[config.mk]
export PLATFORM = sky130hd
export DESIGN_NAME = rrfwd_top
export DESIGN_NICKNAME = d
export VERILOG_FILES = /design/src/pkg/rrfwd_pkg.sv /design/src/verilog/rrfwd_skid.sv /design/src/verilog/rrfwd_top.sv
export SDC_FILE = /design/constraint.sdc
export NUM_CORES = 1
export LEC_CHECK = 0
export BUFFER_PORTS_ARGS = -buffer_cell sky130_fd_sc_hd__buf_2
export CAP_MARGIN = 20
export CORE_MARGIN = 4
export CORE_UTILIZATION = 57
export DETAILED_ROUTE_END_ITERATION = 8
export PLACE_DENSITY = 0.86
export SETUP_SLACK_MARGIN = 0.5
export SYNTH_ARGS = -nofsm -noshare
export SYNTH_HDL_FRONTEND = slang
export SYNTH_SLANG_ARGS = --single-unit
[constraint.sdc]
create_clock -name aclk -period 4.75 [get_ports aclk]
set_input_delay 1.425 -clock aclk [delete_from_list [all_inputs] [get_ports aclk]]
set_output_delay 1.425 -clock aclk [all_outputs]
set_load 0.02 [all_outputs]
[src/pkg/rrfwd_pkg.sv]
// Shared constants for the radio repeater forwarding block
package rrfwd_pkg;

  // ----------------------------------------
  // Register map (byte addresses)
  // ----------------------------------------
  localparam logic [7:0] RRFWD_CTRL_OFS = 8'h00;
  localparam logic [7:0] RRFWD_ADDR_OFS = 8'h04;
  localparam logic [7:0] RRFWD_NETWORK_IDENTIFIER_OFS = 8'h08;
  localparam logic [7:0] RRFWD_STAT_OFS = 8'h0c;
  localparam logic [7:0] RRFWD_CNT_OFS = 8'h10;
  localparam logic [7:0] RRFWD_PARAM0_OFS = 8'h14;
  localparam logic [7:0] RRFWD_PARAM1_OFS = 8'h18;

  // ----------------------------------------
  // Control fields
  // ----------------------------------------
  localparam int RRFWD_CTRL_MODE_LSB = 0;
  localparam int RRFWD_CTRL_RPT_BIT = 2;
  localparam int RRFWD_CTRL_FIXED_BIT = 3;
  localparam int RRFWD_CTRL_RELOAD_BIT = 4;
  localparam int RRFWD_CTRL_DEFAULT_BIT = 5;

  // ----------------------------------------
  // Factory defaults: bytes 62 00 00 00 00 00
  // ----------------------------------------
  localparam logic [7:0] RRFWD_DEF_B0 = 8'h62;
  localparam logic [7:0] RRFWD_DEF_BX = 8'h00;
  localparam logic [7:0] RRFWD_DEF_CHANNEL = 8'h32;
  localparam logic [15:0] RRFWD_DEF_ADDR = 16'h0000;
  localparam logic [7:0] RRFWD_DEF_NETWORK_IDENTIFIER = 8'h00;

  // ----------------------------------------
  // Timing
  // ----------------------------------------
  localparam int RRFWD_CLK_HZ = 25000000;
  localparam int RRFWD_RELOAD_US = 100;
  localparam int RRFWD_RELOAD_CYC = (RRFWD_CLK_HZ / 1000000) * RRFWD_RELOAD_US;

  typedef enum logic [1:0] {
    RRFWD_MODE_NORMAL = 2'b00,
    RRFWD_MODE_WOR = 2'b01,
    RRFWD_MODE_CONFIG = 2'b10,
    RRFWD_MODE_SLEEP = 2'b11
  } rrfwd_mode_t;

  typedef enum logic [1:0] {
    RRFWD_ST_RELOAD = 2'b00,
    RRFWD_ST_IDLE = 2'b01,
    RRFWD_ST_RPT = 2'b10
  } rrfwd_state_t;

endpackage

[src/verilog/rrfwd_skid.sv]
// Two-entry buffer with valid and ready on both sides
`timescale 1ns/1ps
`default_nettype none
module rrfwd_skid
#(
  parameter int WIDTH = 8
)
(
  input wire logic aclk, // Clock
  input wire logic aresetn, // Sync reset, active low
  input wire logic s_valid, // Fill side valid
  output logic s_ready, // Fill side ready
  input wire logic [WIDTH-1:0] s_data, // Fill side data
  output logic m_valid, // Drain side valid
  input wire logic m_ready, // Drain side ready
  output logic [WIDTH-1:0] m_data // Drain side data
);

  initial
  begin
    if (WIDTH < 1) $error("rrfwd_skid: WIDTH must be positive");
  end

  logic [WIDTH-1:0] mem_r [0:1];
  logic wp_r;
  logic rp_r;
  logic [1:0] cnt_r;

  wire push = s_valid && s_ready;
  wire pop = m_valid && m_ready;

  assign s_ready = (cnt_r != 2'd2);
  assign m_valid = (cnt_r != 2'd0);
  assign m_data = mem_r[rp_r];

  always_ff @(posedge aclk)
  begin
    if (!aresetn)
    begin
      wp_r <= 1'b0;
      rp_r <= 1'b0;
      cnt_r <= 2'd0;
    end
    else
    begin
      if (push)
        wp_r <= ~wp_r;
      if (pop)
        rp_r <= ~rp_r;
      cnt_r <= cnt_r + {1'b0, push} - {1'b0, pop};
    end
  end

  always_ff @(posedge aclk)
  begin
    if (push)
      mem_r[wp_r] <= s_data;
  end

endmodule // rrfwd_skid
`default_nettype wire

[src/verilog/rrfwd_top.sv]
// Repeater forwarding logic with AXI4-Lite control registers
// Operation
// - Repeating starts only after repeater configured, then normal mode entered.
// - In repeater mode the address bytes are paired network identifiers.
// - In repeater mode, own network identifier is ignored when deciding what to forward.
// - Repeater mode blocks host data both ways and any low-power state.
// - Leaving sleep mode or reset reloads parameters; status held low.
// - Forwarding is symmetric between the two paired networks.
// - Factory defaults read 62 00 00 00 00 00, channel 0x32.
// - Forwarded data reaches host only when addresses match in fixed mode, else dropped; without fixed, any address reaches host.
// - With repeat enabled, packets for other targets are resent once.
//
// Register access over AXI4-Lite and the placing of the registers were decided locally.
`timescale 1ns/1ps
`default_nettype none
module rrfwd_top
  import rrfwd_pkg::*;
#(
  parameter int DW = 8, // Payload width
  parameter int RELOAD_CYC = RRFWD_RELOAD_CYC // Reload duration
)
(
  input wire logic aclk, // Clock
  input wire logic aresetn, // Sync reset, active low
  input wire logic [7:0] s_axi_awaddr, // Write address
  input wire logic s_axi_awvalid, // Write address valid
  output logic s_axi_awready, // Write address ready
  input wire logic [31:0] s_axi_wdata, // Write data
  input wire logic [3:0] s_axi_wstrb, // Write strobes
  input wire logic s_axi_wvalid, // Write data valid
  output logic s_axi_wready, // Write data ready
  output logic [1:0] s_axi_bresp, // Write response
  output logic s_axi_bvalid, // Write response valid
  input wire logic s_axi_bready, // Write response ready
  input wire logic [7:0] s_axi_araddr, // Read address
  input wire logic s_axi_arvalid, // Read address valid
  output logic s_axi_arready, // Read address ready
  output logic [31:0] s_axi_rdata, // Read data
  output logic [1:0] s_axi_rresp, // Read response
  output logic s_axi_rvalid, // Read data valid
  input wire logic s_axi_rready, // Read data ready
  input wire logic rx_valid, // Received packet word valid
  output logic rx_ready, // Received packet word ready
  input wire logic [DW-1:0] rx_data, // Received payload word
  input wire logic [7:0] rx_network_identifier, // Source network of packet
  input wire logic [15:0] rx_target, // Target node address
  input wire logic [15:0] rx_source, // Originating node address
  input wire logic rx_repeated, // Packet came via a repeater
  output logic tx_valid, // Retransmit word valid
  input wire logic tx_ready, // Retransmit accepted
  output logic [DW-1:0] tx_data, // Retransmit payload
  output logic [7:0] tx_network_identifier, // Destination network
  output logic host_valid, // Delivery to host valid
  input wire logic host_ready, // Host accepts
  output logic [DW-1:0] host_data, // Delivered payload
  input wire logic host_tx_valid, // Host offers data to send
  output logic host_tx_ready, // Host data accepted
  output logic status_ok, // Status indicator, low on reload
  output logic lowpower_en // Low-power permission
);

  initial
  begin
    if (DW < 1) $error("rrfwd_top: DW must be positive");
    if (RELOAD_CYC < 1) $error("rrfwd_top: RELOAD_CYC must be >= 1");
  end

  // ----------------------------------------
  // Registers
  // ----------------------------------------
  logic [1:0] mode_r;
  logic rpt_cfg_r;
  logic fixed_r;
  logic [15:0] addr_r;
  logic [7:0] network_identifier_r;
  logic [7:0] chan_r;
  logic [31:0] fwd_cnt_r;
  logic [31:0] drop_cnt_r;
  rrfwd_state_t st_r;
  logic [31:0] rl_cnt_r;
  logic rl_req_r;
  logic status_r;
  logic lp_r;

  // ----------------------------------------
  // AXI4-Lite write path
  // ----------------------------------------
  logic aw_hold_r;
  logic w_hold_r;
  logic [7:0] awaddr_r;
  logic [31:0] wdata_r;
  logic [3:0] wstrb_r;
  logic bvalid_r;
  logic [1:0] bresp_r;

  wire aw_take = s_axi_awvalid && !aw_hold_r && !bvalid_r;
  wire w_take = s_axi_wvalid && !w_hold_r && !bvalid_r;
  wire aw_have = aw_hold_r || aw_take;
  wire w_have = w_hold_r || w_take;
  wire wr_go = aw_have && w_have && !bvalid_r;
  wire [7:0] wa = aw_hold_r ? awaddr_r : s_axi_awaddr;
  wire [31:0] wd = w_hold_r ? wdata_r : s_axi_wdata;
  wire [3:0] ws = w_hold_r ? wstrb_r : s_axi_wstrb;
  wire wr_ctrl = wr_go && (wa == RRFWD_CTRL_OFS);
  wire wr_addr = wr_go && (wa == RRFWD_ADDR_OFS);
  wire wr_network_identifier = wr_go && (wa == RRFWD_NETWORK_IDENTIFIER_OFS);
  wire wr_ok = wr_ctrl || wr_addr || wr_network_identifier
    || (wa == RRFWD_STAT_OFS) || (wa == RRFWD_CNT_OFS)
    || (wa == RRFWD_PARAM0_OFS) || (wa == RRFWD_PARAM1_OFS);
  wire [1:0] new_mode = wd[RRFWD_CTRL_MODE_LSB +: 2];
  wire set_default = wr_ctrl && ws[0] && wd[RRFWD_CTRL_DEFAULT_BIT];
  wire soft_reload = wr_ctrl && ws[0] && wd[RRFWD_CTRL_RELOAD_BIT];
  wire leave_sleep = wr_ctrl && ws[0] && (mode_r == RRFWD_MODE_SLEEP)
    && (new_mode != RRFWD_MODE_SLEEP);

  always_ff @(posedge aclk)
  begin
    if (!aresetn)
    begin
      aw_hold_r <= 1'b0;
      w_hold_r <= 1'b0;
      awaddr_r <= 8'h00;
      wdata_r <= 32'h0000_0000;
      wstrb_r <= 4'h0;
      bvalid_r <= 1'b0;
      bresp_r <= 2'b00;
    end
    else
    begin
      if (aw_take)
        awaddr_r <= s_axi_awaddr;
      if (w_take)
      begin
        wdata_r <= s_axi_wdata;
        wstrb_r <= s_axi_wstrb;
      end
      aw_hold_r <= aw_have && !wr_go;
      w_hold_r <= w_have && !wr_go;
      if (wr_go)
      begin
        bvalid_r <= 1'b1;
        bresp_r <= wr_ok ? 2'b00 : 2'b10;
      end
      else if (s_axi_bready)
        bvalid_r <= 1'b0;
    end
  end

  assign s_axi_awready = !aw_hold_r && !bvalid_r;
  assign s_axi_wready = !w_hold_r && !bvalid_r;
  assign s_axi_bvalid = bvalid_r;
  assign s_axi_bresp = bresp_r;

  // ----------------------------------------
  // Configuration registers
  // ----------------------------------------
  always_ff @(posedge aclk)
  begin
    if (!aresetn)
    begin
      mode_r <= RRFWD_MODE_CONFIG;
      rpt_cfg_r <= 1'b0;
      fixed_r <= 1'b0;
      addr_r <= RRFWD_DEF_ADDR;
      network_identifier_r <= RRFWD_DEF_NETWORK_IDENTIFIER;
      chan_r <= RRFWD_DEF_CHANNEL;
    end
    else if (set_default)
    begin
      rpt_cfg_r <= 1'b0;
      fixed_r <= 1'b0;
      addr_r <= RRFWD_DEF_ADDR;
      network_identifier_r <= RRFWD_DEF_NETWORK_IDENTIFIER;
      chan_r <= RRFWD_DEF_CHANNEL;
    end
    else
    begin
      if (wr_ctrl && ws[0])
      begin
        if (!(st_r == RRFWD_ST_RPT && new_mode == RRFWD_MODE_SLEEP))
          mode_r <= new_mode;
        if (mode_r == RRFWD_MODE_CONFIG)
        begin
          rpt_cfg_r <= wd[RRFWD_CTRL_RPT_BIT];
          fixed_r <= wd[RRFWD_CTRL_FIXED_BIT];
        end
      end
      if (wr_addr && mode_r == RRFWD_MODE_CONFIG)
      begin
        if (ws[0]) addr_r[7:0] <= wd[7:0];
        if (ws[1]) addr_r[15:8] <= wd[15:8];
      end
      if (wr_network_identifier && mode_r == RRFWD_MODE_CONFIG)
      begin
        if (ws[0]) network_identifier_r <= wd[7:0];
        if (ws[1]) chan_r <= wd[15:8];
      end
    end
  end

  // ----------------------------------------
  // Reload and operating state
  // ----------------------------------------
  always_ff @(posedge aclk)
  begin
    if (!aresetn)
    begin
      st_r <= RRFWD_ST_RELOAD;
      rl_cnt_r <= 32'd0;
      status_r <= 1'b0;
      rl_req_r <= 1'b0;
      lp_r <= 1'b0;
    end
    else
    begin
      rl_req_r <= leave_sleep || soft_reload;
      lp_r <= (mode_r == RRFWD_MODE_SLEEP) && (st_r != RRFWD_ST_RPT);
      case (st_r)
        RRFWD_ST_RELOAD:
        begin
          status_r <= 1'b0;
          if (rl_cnt_r == 32'(RELOAD_CYC - 1))
          begin
            rl_cnt_r <= 32'd0;
            st_r <= RRFWD_ST_IDLE;
          end
          else
            rl_cnt_r <= rl_cnt_r + 32'd1;
        end
        RRFWD_ST_IDLE:
        begin
          status_r <= 1'b1;
          if (rl_req_r)
          begin
            status_r <= 1'b0;
            st_r <= RRFWD_ST_RELOAD;
          end
          else if (rpt_cfg_r && mode_r == RRFWD_MODE_NORMAL)
            st_r <= RRFWD_ST_RPT;
        end
        RRFWD_ST_RPT:
        begin
          status_r <= 1'b1;
          if (rl_req_r)
          begin
            status_r <= 1'b0;
            st_r <= RRFWD_ST_RELOAD;
          end
          else if (!rpt_cfg_r || mode_r != RRFWD_MODE_NORMAL)
            st_r <= RRFWD_ST_IDLE;
        end
        default: st_r <= RRFWD_ST_RELOAD;
      endcase
    end
  end

  // ----------------------------------------
  // Forwarding decision
  // ----------------------------------------
  wire rpt_on = (st_r == RRFWD_ST_RPT);
  wire [7:0] net_a = addr_r[15:8];
  wire [7:0] net_b = addr_r[7:0];
  wire from_a = (rx_network_identifier == net_a);
  wire from_b = (rx_network_identifier == net_b);
  wire [7:0] dest_net = from_a ? net_b : net_a;
  wire rpt_fwd = rpt_on && (from_a || from_b);
  // forward once when not for us
  wire once_fwd = !rpt_on && rpt_cfg_r && (st_r == RRFWD_ST_IDLE)
    && (rx_network_identifier == network_identifier_r) && (rx_target != addr_r) && !rx_repeated;
  // host delivery on address match when fixed, any address otherwise
  wire to_host = !rpt_on && (st_r == RRFWD_ST_IDLE)
    && (rx_network_identifier == network_identifier_r) && (rx_source == addr_r || !fixed_r)
    && (!fixed_r || rx_target == addr_r);
  wire fwd_sel = rpt_fwd || once_fwd;
  wire [7:0] fwd_net = rpt_on ? dest_net : network_identifier_r;

  logic buf_ready;
  logic hbuf_ready;
  wire buf_in_v = rx_valid && fwd_sel && hbuf_ready;
  wire hbuf_in_v = rx_valid && to_host && buf_ready;
  assign rx_ready = buf_ready && hbuf_ready;

  rrfwd_skid #(.WIDTH(DW + 8)) u_fwd_buf
  (
    .aclk(aclk),
    .aresetn(aresetn),
    .s_valid(buf_in_v),
    .s_ready(buf_ready),
    .s_data({fwd_net, rx_data}),
    .m_valid(tx_valid),
    .m_ready(tx_ready),
    .m_data({tx_network_identifier, tx_data})
  );

  rrfwd_skid #(.WIDTH(DW)) u_host_buf
  (
    .aclk(aclk),
    .aresetn(aresetn),
    .s_valid(hbuf_in_v),
    .s_ready(hbuf_ready),
    .s_data(rx_data),
    .m_valid(host_valid),
    .m_ready(host_ready),
    .m_data(host_data)
  );

  assign host_tx_ready = (st_r == RRFWD_ST_IDLE);
  assign status_ok = status_r;
  assign lowpower_en = lp_r;

  always_ff @(posedge aclk)
  begin
    if (!aresetn)
    begin
      fwd_cnt_r <= 32'd0;
      drop_cnt_r <= 32'd0;
    end
    else if (rx_valid && rx_ready)
    begin
      if (fwd_sel)
        fwd_cnt_r <= fwd_cnt_r + 32'd1;
      else if (!to_host)
        drop_cnt_r <= drop_cnt_r + 32'd1;
    end
  end

  // ----------------------------------------
  // AXI4-Lite read path
  // ----------------------------------------
  logic rvalid_r;
  logic [31:0] rdata_r;
  logic [1:0] rresp_r;
  wire ar_take = s_axi_arvalid && !rvalid_r;
  wire [31:0] ctrl_rd = {26'd0, 1'b0, 1'b0, fixed_r, rpt_cfg_r, mode_r};
  wire [31:0] stat_rd = {28'd0, lp_r, status_r, st_r};
  wire [31:0] p0_rd = {RRFWD_DEF_BX, RRFWD_DEF_BX, RRFWD_DEF_BX,
    (rpt_cfg_r ? RRFWD_DEF_B0 : RRFWD_DEF_B0)};
  wire [31:0] rd_mux =
    (s_axi_araddr == RRFWD_CTRL_OFS) ? ctrl_rd :
    (s_axi_araddr == RRFWD_ADDR_OFS) ? {16'd0, addr_r} :
    (s_axi_araddr == RRFWD_NETWORK_IDENTIFIER_OFS) ? {16'd0, chan_r, network_identifier_r} :
    (s_axi_araddr == RRFWD_STAT_OFS) ? stat_rd :
    (s_axi_araddr == RRFWD_CNT_OFS) ? fwd_cnt_r :
    (s_axi_araddr == RRFWD_PARAM0_OFS) ? p0_rd :
    (s_axi_araddr == RRFWD_PARAM1_OFS) ? drop_cnt_r : 32'h0000_0000;
  wire rd_ok = (s_axi_araddr <= RRFWD_PARAM1_OFS)
    && (s_axi_araddr[1:0] == 2'b00);

  always_ff @(posedge aclk)
  begin
    if (!aresetn)
    begin
      rvalid_r <= 1'b0;
      rdata_r <= 32'h0000_0000;
      rresp_r <= 2'b00;
    end
    else if (ar_take)
    begin
      rvalid_r <= 1'b1;
      rdata_r <= rd_mux;
      rresp_r <= rd_ok ? 2'b00 : 2'b10;
    end
    else if (s_axi_rready)
      rvalid_r <= 1'b0;
  end

  assign s_axi_arready = !rvalid_r;
  assign s_axi_rvalid = rvalid_r;
  assign s_axi_rdata = rdata_r;
  assign s_axi_rresp = rresp_r;

endmodule // rrfwd_top
`default_nettype wire
* After elaboration in Yosys (flattened, before gate mapping)
Memories as Yosys holds them, arrays and structs flattened. A register that Yosys moved wholly into a read port is not among the register bits. Cells that the tools add are included.
Storage, ports and cells: register bits after elaboration 211, bits in latches 0, memory bits (writable) 48, memory bits (read-only) 0, input port bits 112, word-level logic and storage cells 205, memories kept 2
Memory list:
- u_fwd_buf.mem_r | depth 2, bits a word 16, read ports 1, clocked after Yosys merged registers in 1, wr ports 1, RTL line rrfwd_skid.sv:24 | logic [WIDTH-1:0] mem_r [0:1];
- u_host_buf.mem_r | depth 2, bits a word 8, read ports 1, clocked after Yosys merged registers in 1, wr ports 1, RTL line rrfwd_skid.sv:24
Operators by class: add/sub/neg operators 7, multipliers 0, div/mod/pow operators 0, order comparisons 1, equal/unequal tests 31, shifts and indexed selects 0, mux-type cells 35, bitwise logic cells 9, reductions and logical operators 90
Operators by type and width (count):
- $mux 32 | 8
- $add 32x1->32 const B | 3
- $eq 8x5->1 const B | 6
- $logic_and 1x1->1 | 45
- $eq 16x16->1 | 2
- $eq 32x12->1 const B | 1
- $eq 8x4->1 const B | 4
- $eq 8x8->1 | 3
- $mux 8 | 3
- $eq 8x3->1 const B | 2
- $logic_not 8->1 | 2
- $mux 16 | 1
- $mux 2 | 8
- $ne 16x16->1 | 1
- $logic_or 1x1->1 | 14
- $mux 1 | 13
- $reduce_and 2->1 | 6
- $reduce_bool 2->1 | 6
- $ne 2x2->1 const B | 5
- $logic_not 1->1 | 9
- $not 1->1 | 9
- $reduce_and 3->1 | 3
- $eq 2x2->1 const B | 4
- $le 8x5->1 const B | 1
- 9 further kinds | 14

* Depth between registers and ports, before layout
Gate-level depths: netlist (run 1).
depth after elaboration 14, mapped depth 11, mapped depth without buffers 10

* Hierarchy
From an unflattened synthesis (run 1), not the netlist that was laid out.
Unflattened totals: cells, all modules 1403, area, all modules 12736.0 sq um
Modules (own cells, without submodules):
- rrfwd_top | times used 1, cells each 1280, area an instance 10480.1 sq um
- rrfwd_skid (u_fwd_buf) | times used 1, cells each 74, area an instance 1445.1 sq um
- rrfwd_skid (u_host_buf) | times used 1, cells each 49, area an instance 810.8 sq um

* Least setup slack after synthesis (run 1)
Ideal clock, no wire load.
path kind input -> register, start input rx_network_identifier[3], end memory u_fwd_buf.mem_r[0][0] (netlist bit), enable pin, library setup time 0.390 ns, arrival time 3.415 ns, data required time 4.360 ns, setup slack 0.945 ns, stages 7, path through xnor2_1 -> nand4_1 -> nor2_4 -> o21a_1 -> o21ba_2 -> buf_2 -> nor2b_1
On the way: word-level cells in the longest chain between the ends 10, elaborated cells between the ends (all ways) 14
Ends and longest elaborated chain:
- start, declared | RTL line rrfwd_top.sv:45 | input wire logic [7:0] rx_network_identifier,
- $eq 8x8->1 | RTL line rrfwd_top.sv:269 | && (rx_network_identifier == network_identifier_r) && (rx_target != addr_r) && !rx_repeated;
- $logic_and 1x1->1 (3 in a row) | RTL line rrfwd_top.sv:269
- $logic_or 1x1->1 (*) | RTL line rrfwd_top.sv:274 | wire fwd_sel = rpt_fwd || once_fwd;
- $logic_and 1x1->1 (*) (2 in a row) | RTL line rrfwd_top.sv:279 | wire buf_in_v = rx_valid && fwd_sel && hbuf_ready;
- $logic_and 1x1->1 (*) | RTL line rrfwd_skid.sv:29 | wire push = s_valid && s_ready;
- $mux 1 (*) | RTL line rrfwd_skid.sv:56 | if (push)
- $mux 1 (implied by the code) (*) | RTL line rrfwd_skid.sv:57 | mem_r[wp_r] <= s_data;
- end, declared | RTL line rrfwd_skid.sv:24
Mark *: on every way between the ends. The rest lies on a longest branch, timed or not.

* Worst setup path after layout (run 1)
start input rx_target[12], end register drop_cnt_r[30]
On the way: word-level cells in the longest chain between the ends 6, elaborated cells between the ends (all ways) 10
Ends and longest elaborated chain:
- start, declared | RTL line rrfwd_top.sv:46 | input wire logic [15:0] rx_target,
- $ne 16x16->1 | RTL line rrfwd_top.sv:269
- $logic_and 1x1->1 (2 in a row) | RTL line rrfwd_top.sv:269
- $logic_or 1x1->1 | RTL line rrfwd_top.sv:274
- $not 1->1 (no source line)
- $reduce_and 3->1 (no source line) (*)
- end signal, assigned | RTL line rrfwd_top.sv:323 | drop_cnt_r <= drop_cnt_r + 32'd1;
- end, declared | RTL line rrfwd_top.sv:78 | logic [31:0] drop_cnt_r;
Marks and branches as above. A chain may end at the register's enable or synchronous reset.

==> results of run 1 <==
-- metrics by stage --
step / power (W) / util
4_1_cts: 0.00487 / 0.660
3_3_place_gp: 0.00299 / 0.624
5_1_grt: 0.00503 / 0.662
6_report: 0.00486 / 0.662
3_5_place_dp: 0.00302 / 0.624
2_1_floorplan: 0.00281 / -
-- metal layers --
layer | up-vias | GRT usage
li1 | 4952 | -
met1 | 5010 | 0.324
met2 | 439 | 0.422
met3 | 94 | 0.0411
met4 | 2 | 0.0959
met5 | - | 0
-- power groups by stage --
stage / Clock, W / Combinational, W / Sequential (W)
after floorplan: 0 / 0.000397 / 0.00242
after global placement: 0 / 0.000583 / 0.00241
after detailed placement: 0 / 0.000603 / 0.00241
after CTS: 0.00189 / 0.000610 / 0.00237
after global routing: 0.00199 / 0.000670 / 0.00238
final: 0.00188 / 0.000617 / 0.00237
-- cells in the final DEF (no fill, tap or decap), types with 40 or more instances in the layout --
| cell type | Yosys | final |
|---|---|---|
| a21oi_1 | 110 | 110 |
| buf_2 | 23 | 161 |
| dfxtp_1 | 211 | 211 |
| edfxtp_1 | 48 | 48 |
| mux2_2 | 45 | 45 |
| mux2i_1 | 52 | 52 |
| nand2_1 | 108 | 108 |
| nand3_1 | 40 | 40 |
| nor2_1 | 154 | 154 |
| o21ai_0 | 56 | 56 |
| xnor2_1 | 51 | 51 |
| xor2_1 | 61 | 61 |
-- final cells by class --
class	count	area (um2)
Fill cell	1654	7110
Tap cell	275	344
Antenna cell	1	2.50
Clock inverter	13	92.6
Timing Repair Buffer	175	943
Clock buffer	31	668
Inverter	25	95.1
Multi-Input combinational cell	961	6100
Sequential cell	259	5670
-- logic make-up (layout without fill, tap and decap cells) --
logic type | Yosys count | in the layout | share of synthesized area
muxes | 97 | 97 | 0.0843
xor gates and xnor gates | 112 | 112 | 0.0805
adders and majority gates | 11 | 11 | 0.0113
DFF | 259 | 259 | 0.465
and+or+nand+nor | 508 | 508 | 0.208
buffers and inverters | 106 | 244 | 0.0363
AOI/OAI and AO/OA | 231 | 231 | 0.114
other | 1 | 3 | 0.000308
-- worst paths after layout --
path                    endpoint  slack [ps]  cells after the start
setup / recovery  drop_cnt_r[30]        1280                      9
hold / removal       wdata_r[13]         460                      2
setup reg to reg  drop_cnt_r[30]        1700                      8
hold reg to reg      wdata_r[13]         460                      2
-- worst max-delay path, stage by stage --
cell and delay, ps:
buf_2 100, xor2_1 130, nor4_1 340, nand4_1 220, and4_4 250, nor3_4 260
nand4_2 430, or3_2 580, a21oi_1 140
-- flip-flops by register name, indices dropped and copies added, names as in the netlist, 2 cells and up, named ones only --
name,count
rl_cnt_r,32
wdata_r,16
addr_r,16
fwd_cnt_r,32
awaddr_r,8
u_fwd_buf.cnt_r,2
network_identifier_r,8
drop_cnt_r,32
u_fwd_buf.mem_r,32
chan_r,8
wstrb_r,2
s_axi_rdata,32
u_host_buf.mem_r,16
st_r,2
u_host_buf.cnt_r,2
mode_r,2
==> results list, run 1 <==
* Outcome: finished clean
* Residual antenna-violating net count after detailed routing: 0
- Count of non-filler cells in the finished layout: 1,740
- Buffers inserted during clock tree synthesis total 25.
- Top cell types by occurrence after synthesis: dfxtp_1 (211), nor2_1 (154), a21oi_1 (110)
* Largest cells by area after synthesis: dfxtp_1 (35%), edfxtp_1 (12%), nor2_1 (4.7%)
* Detail-routed net length per standard cell: 18.0 um
- Peak Freq: 288 MHz
* Htree depth: 1
- In this run the worst setup path begins at rx_target[12].
- In this run the worst hold path is classified as reg -> reg.
- Number of I/O port buffers: 161
- The max-slew violation count is 0.
* Highest Signal Layer: met5
- In this run the power density over the cells is 350 nW/um2.
- First-iteration detailed-routing DRC count: 992
* Setup violators final: 0
- Detailed-routed wire length on met2: 15.2 mm
- Most used standard cell by instance count after synthesis: dfxtp_1
- A synthesized cell averages 9.20 um2.
- The share of synthesized area in the top cell type comes to 0.347.
- CP Data Required Time: 5190 ps
* Post-route standard cell area excluding fillers: 13,900 um2
* Wire length of the first global-routing pass: 50.2 mm
- Maximum capacitance violations: 0
- Fraction of the yosys area taken by sequential cells: 0.465
* Fraction of the cycle the final worst path needs: 0.730
- Initial antenna violation count: 2
* Number of synthesis warnings: 0
- In the final timing run, aggregate negative setup slack is 0 ps.
* Origin of the worst min-delay path: wdata_r[13]
* Max Fanout on Critical Path: 17
- Across all layers, the routed design uses 10,500 vias.
- Number of global-route vias before repair: 10,100
- Share of total power in the clock network: 0.386
- STA classifies the critical path startpoint as a primary input.
- Count of different cell masters after synthesis: 63
- Post-CTS clock slew at the launch and capture registers of the worst setup and hold paths: 60 ps
* DR vias/cell: 6.03
- Entering global routing, the biggest net connects 126 pins.
* Number of setup buffers added after CTS: 0
* Setup slack at placement: 769 ps
* Clock sink count: 259
- The floorplan step defined a core boundary enclosing 21,000 um2.
- DIE AREA: 23,800 um2
- Placed Instance Area: 13,100 um2
- Share of final-layout standard cells stronger than drive strength 1: 0.196
* Placed Instances: 1,694
* Die outline height: 154 um
* Most used flip-flop cell after synthesis: dfxtp_1
* Amount of wire on met3 after detailed routing: 2.39 mm
- Total iterations of the first detailed-routing run: 6
- Startpoint of the worst-slack reg-to-reg timing path: addr_r[9]
* Final worst path period need: 3470 ps
- Cells resized by post-CTS repair: 0
- Switching share of total power: 0.261
- For the final database, setup skew stands at 16.1 ps.
- TritonCTS built the clock tree.
* DIE WIDTH: 154 um
- Count of flip-flops with a built-in enable after synthesis: 48
* Initial Util: 0.580
* Number of instances in the synthesized netlist: 1,325
- After detailed routing, the number of remaining DRC violations is 0.
* Max Buffers Root-to-Sink: 3
- Register bit count reported by yosys: 259
- Cell row count: 53
* Power share of the combinational group: 0.127
* Worst hold slack: 456 ps
* Estimated wirelength of the detail-placed design: 21.6 mm
- Fin. Hold Viols: 0
- Routed WL: 31.3 mm
* Post-cts hold buffer count: 0
- Sort of element at the end of the critical path: flop
- Measured against its own limit, the worst slew margin works out to 0.398.
* Worst Setup Slack, final: 1280 ps
- Summed over all instances, the cell type with the most area after synthesis is dfxtp_1.
- Static leakage: 5.32 nW
* Portion of total power attributed to sequential cells: 0.487
- Routed length on met1: 12.6 mm
- Critical path arrival: 3910 ps
- Highest ir drop seen on vdd: 0.274 mV
- The area growth from synthesis to layout is 14.1%.
- Total Nets Final: 1,570
- The critical path is of the in -> reg type.
- At the later pin of the worst-skew pair, clock insertion delay measures 520 ps.
* Clock root buffer: clkbuf_16
- Global-route congestion overflow total: 0
* Setup repair after global routing missed its margin: false
- 183 I/O pins were placed.
- Internal portion of total power: 0.00359 W
- In this run the cell area of the synthesized design comes to 12,200 um2.
* Switching component of the power: 0.00127 W
- Across every metal layer, demand over resource in global routing totals 0.250.
* Worst Max-Slew Pin Slew: 901 ps
- Routability-driven placement finished with a final weighted congestion of 0.927.
- Proportion of synthesized flip-flops having asynchronous set or reset: 0
No activity file was read; power rests on OpenSTA's default activity.
==> run 2: changes to the inputs <==
==> constraint.sdc (replaced) <==
create_clock -name aclk -period 3.5 [get_ports aclk]
set_input_delay 1.05 -clock aclk [delete_from_list [all_inputs] [get_ports aclk]]
set_output_delay 1.05 -clock aclk [all_outputs]
set_load 0.02 [all_outputs]
==> run 2 against run 1 <==
  * Cell count rose by 0.69%
  * Sequential share of layout area fell by 0.64 points
  * Die area did not move
  * Clock skew fell by 6.1 ps
  * Utilization rose by 1.1 points
  * Global-route usage rose by 0.068 points
  * Hold slack got worse by 3.7 ps
  * Flip-flop and latch count did not move
  * Clock power rose by 53%
  * Count of clock-buffer cells in the layout rose by 10
  * Critical path type unchanged
  * Largest cell class unchanged
  * Largest power group unchanged
==> results list, run 2 (same netlist as run 1, synthesis figures left out) <==
* Placed Instances: 1,703 (+0.53%)
- The library cell used most frequently in the layout, excluding fill and tap cells, is dfxtp_1.
- The die extent in y is 154 um (unchanged).
- Io pins: 183 (unchanged)
- The total power consumption of the routed design was 0.00694 W (+43%).
* Number of DRC violations after detailed routing: 0 (unchanged)
* Number of setup buffers added after CTS: 0 (unchanged)
- Post-route standard cell area excluding fillers: 14,100 um2 (+1.6%)
* Post-route clock skew: 10.0 ps (-6.06 ps)
- Type of the tightest min-delay check: reg -> reg
- Peak Freq: 354 MHz
- Areal power density over the cells: 491 nW/um2 (+40%)
- The cell area reported after detailed placement is 13,200 um2 (+0.77%).
- STA classifies the critical path endpoint as a flop.
- First-iteration detailed-routing DRC count: 1,078 (+8.7%)
- The worst IR drop on VDD came to 0.359 mV (+31%).
* Number of vias after detailed routing: 10,400 (-1.1%)
* Number of I/O port buffers: 161 (unchanged)
- Power share of the combinational group: 0.122 (-0.005)
- TritonCTS clock tree: yes
- The net count of the finished layout is 1,580 (+0.64%).
* Switching share of total power: 0.251 (-0.0105)
- The filler cell count came to 1,584 (-4.2%).
* Global-route congestion overflow total: 0 (unchanged)
* Clock root buffer: clkbuf_16
- All-layer global routing usage: 0.251 (+0.000684)
* Area growth from synthesis to final layout: 16.0%
- Setup repair after global routing left no endpoint under its margin.
- The reported max-cap violation count was 0 (unchanged).
- Critical Path Source Type: primary input
- The actual slew at the worst max-slew pin was 892 ps (-8.94 ps).
* Portion of total power attributed to sequential cells: 0.463 (-0.024)
- The post-detailed-route count of antenna-violating nets is 0 (unchanged).
- The number of non-filler instances in the completed layout was 1,752 (+0.69%).
- Worst Setup Slack, final: 672 ps (-611 ps)
- The share of layout cells above drive strength 1 came to 0.206 (+0.00992).
- Floorplan Core Area: 21,000 um2 (unchanged)
- The power spent charging and discharging nets was 0.00174 W (+37%).
- The worst slack after detailed placement came to 65.7 ps (-703 ps).
- The final-report setup violation count is 0 (unchanged).
* Fraction of the cycle the final worst path needs: 0.808
* Clock sink count: 259 (unchanged)
- The initial core utilization was 0.580 (unchanged).
- The final wirelength came to 30.9 mm (-1.2%).
* Critical path arrival: 3280 ps (-630 ps)
- Fin. Hold Viols: 0 (unchanged)
- The clock transition at the registers of the reported paths is 60 ps (about the same).
* Detail-routed net length per standard cell: 17.7 um (-1.9%)
* Final worst path period need: 2830 ps
- Weighted congestion at the end of routability-driven global placement: 0.957 (+3.2%)
- DIE AREA: 23,800 um2 (unchanged)
- Cell row count: 53 (unchanged)
- The largest net degree at the start of global routing was 126 (unchanged).
* Worst skew pair latency: 520 ps (about the same)
* Wire length of the first global-routing pass: 50.0 mm (-0.36%)
- CP Data Required Time: 3950 ps (-1240 ps)
- Max Fanout on Critical Path: 17 (unchanged)
* Setup CP Type: in -> reg
- The total CTS buffers came to 27 (+8.0%).
- Initial antenna violation count: 2 (unchanged)
- The number of search-and-repair iterations in the first detailed-routing pass was 6 (unchanged).
- The run finished with clean final reports.
- Max Buffers Root-to-Sink: 3 (unchanged)
- The number of H-tree levels came to 1 (unchanged).
- Max-slew violation total from the final report: 0 (unchanged)
- The number of global-route vias before repair was 10,100 (+0.54%).
* DIE WIDTH: 154 um (unchanged)
* Share of total power in the clock network: 0.415 (+0.029)
- The leakage power summed over all cells was 5.42 nW (+1.9%).
- DR vias/cell: 5.93 (-1.8%)
- Internal portion of total power: 0.00520 W (+45%)
- The worst relative slew slack came to 0.404 (+0.00598).
- Estimated wirelength of the detail-placed design: 21.6 mm (about the same)
- Total negative slack for setup checks: 0 ps (unchanged)
- Highest-count cells in the layout ignoring fill and taps: dfxtp_1 (210), buf_2 (161), nor2_1 (154)
run 2: cell types whose count changed in the layout (fill, tap and decap cells not counted), sizes merged:
cell	before	now
inv	24	25
clkinv	13	4
clkbuf	31	41
clkinvlp	0	1
bufinv	1	2
buf	175	183
run 2: cell type report:
| class | instances | area (um2) | share of cell area |
|---|---|---|---|
| repair buffers | 183 | 1010 | 0.0714 |
| multi-input cells | 961 | 6110 | 0.432 |
| clock buffers | 41 | 810 | 0.0573 |
| inverters | 25 | 95.1 | 0.00673 |
| diodes | 1 | 2.50 | 0.000177 |
| well taps | 275 | 344 | 0.0243 |
| clock inverters | 7 | 93.8 | 0.00664 |
| flip-flops and latches | 259 | 5670 | 0.401 |
run 2: repair_timing:
item	CTS	global route
endpoints found under the setup margin	0	25
endpoints found under the hold margin	0	0
hold buffers	0	0
gates resized for setup	0	3
run 2: power groups by stage:
stage	logic, W	clock network, W	registers (W)
after global placement	0.000806	0	0.00327
final	0.000844	0.00288	0.00321
after CTS	0.000841	0.00290	0.00321
after global routing	0.000920	0.00305	0.00323
after floorplan	0.000539	0	0.00328
after detailed placement	0.000829	0	0.00328
run 2: path summary, 6_finish.rpt:
kind / from / end / slack, ps / cells past startpoint
worst max register to register: addr_r[12] / drop_cnt_r[30] / 750 / 9
worst max-delay path: rx_target[12] / drop_cnt_r[30] / 670 / 10
worst min register to register: wdata_r[11] / wdata_r[11] / 450 / 2
worst min-delay path: wdata_r[11] / wdata_r[11] / 450 / 2
run 2: per-layer routing:
| layer | part of all wire | track usage | routed length [um] |
|---|---|---|---|
| met5 | 0.00042 | 0 | 13 |
| met4 | 0.033 | 0.0870 | 1030 |
| met3 | 0.073 | 0.0417 | 2270 |
| met2 | 0.49 | 0.429 | 15100 |
| met1 | 0.41 | 0.323 | 12600 |
run 2: per-stage QoR:
step	utilization	hold slack (ps)
detailed placement	0.629	446
CTS	0.672	454
finish	0.672	452
floorplan	-	431
global route	0.672	473
global placement	0.629	438
run 2: worst max-delay path, cell delays in order:
cell and delay [ps]:
buf_2 110, xor2_1 140, nor4_1 360, nand4_1 220, and4_4 250, nor3_4 210, nand4_2 140, buf_4 210
or3_2 450, a21oi_1 140
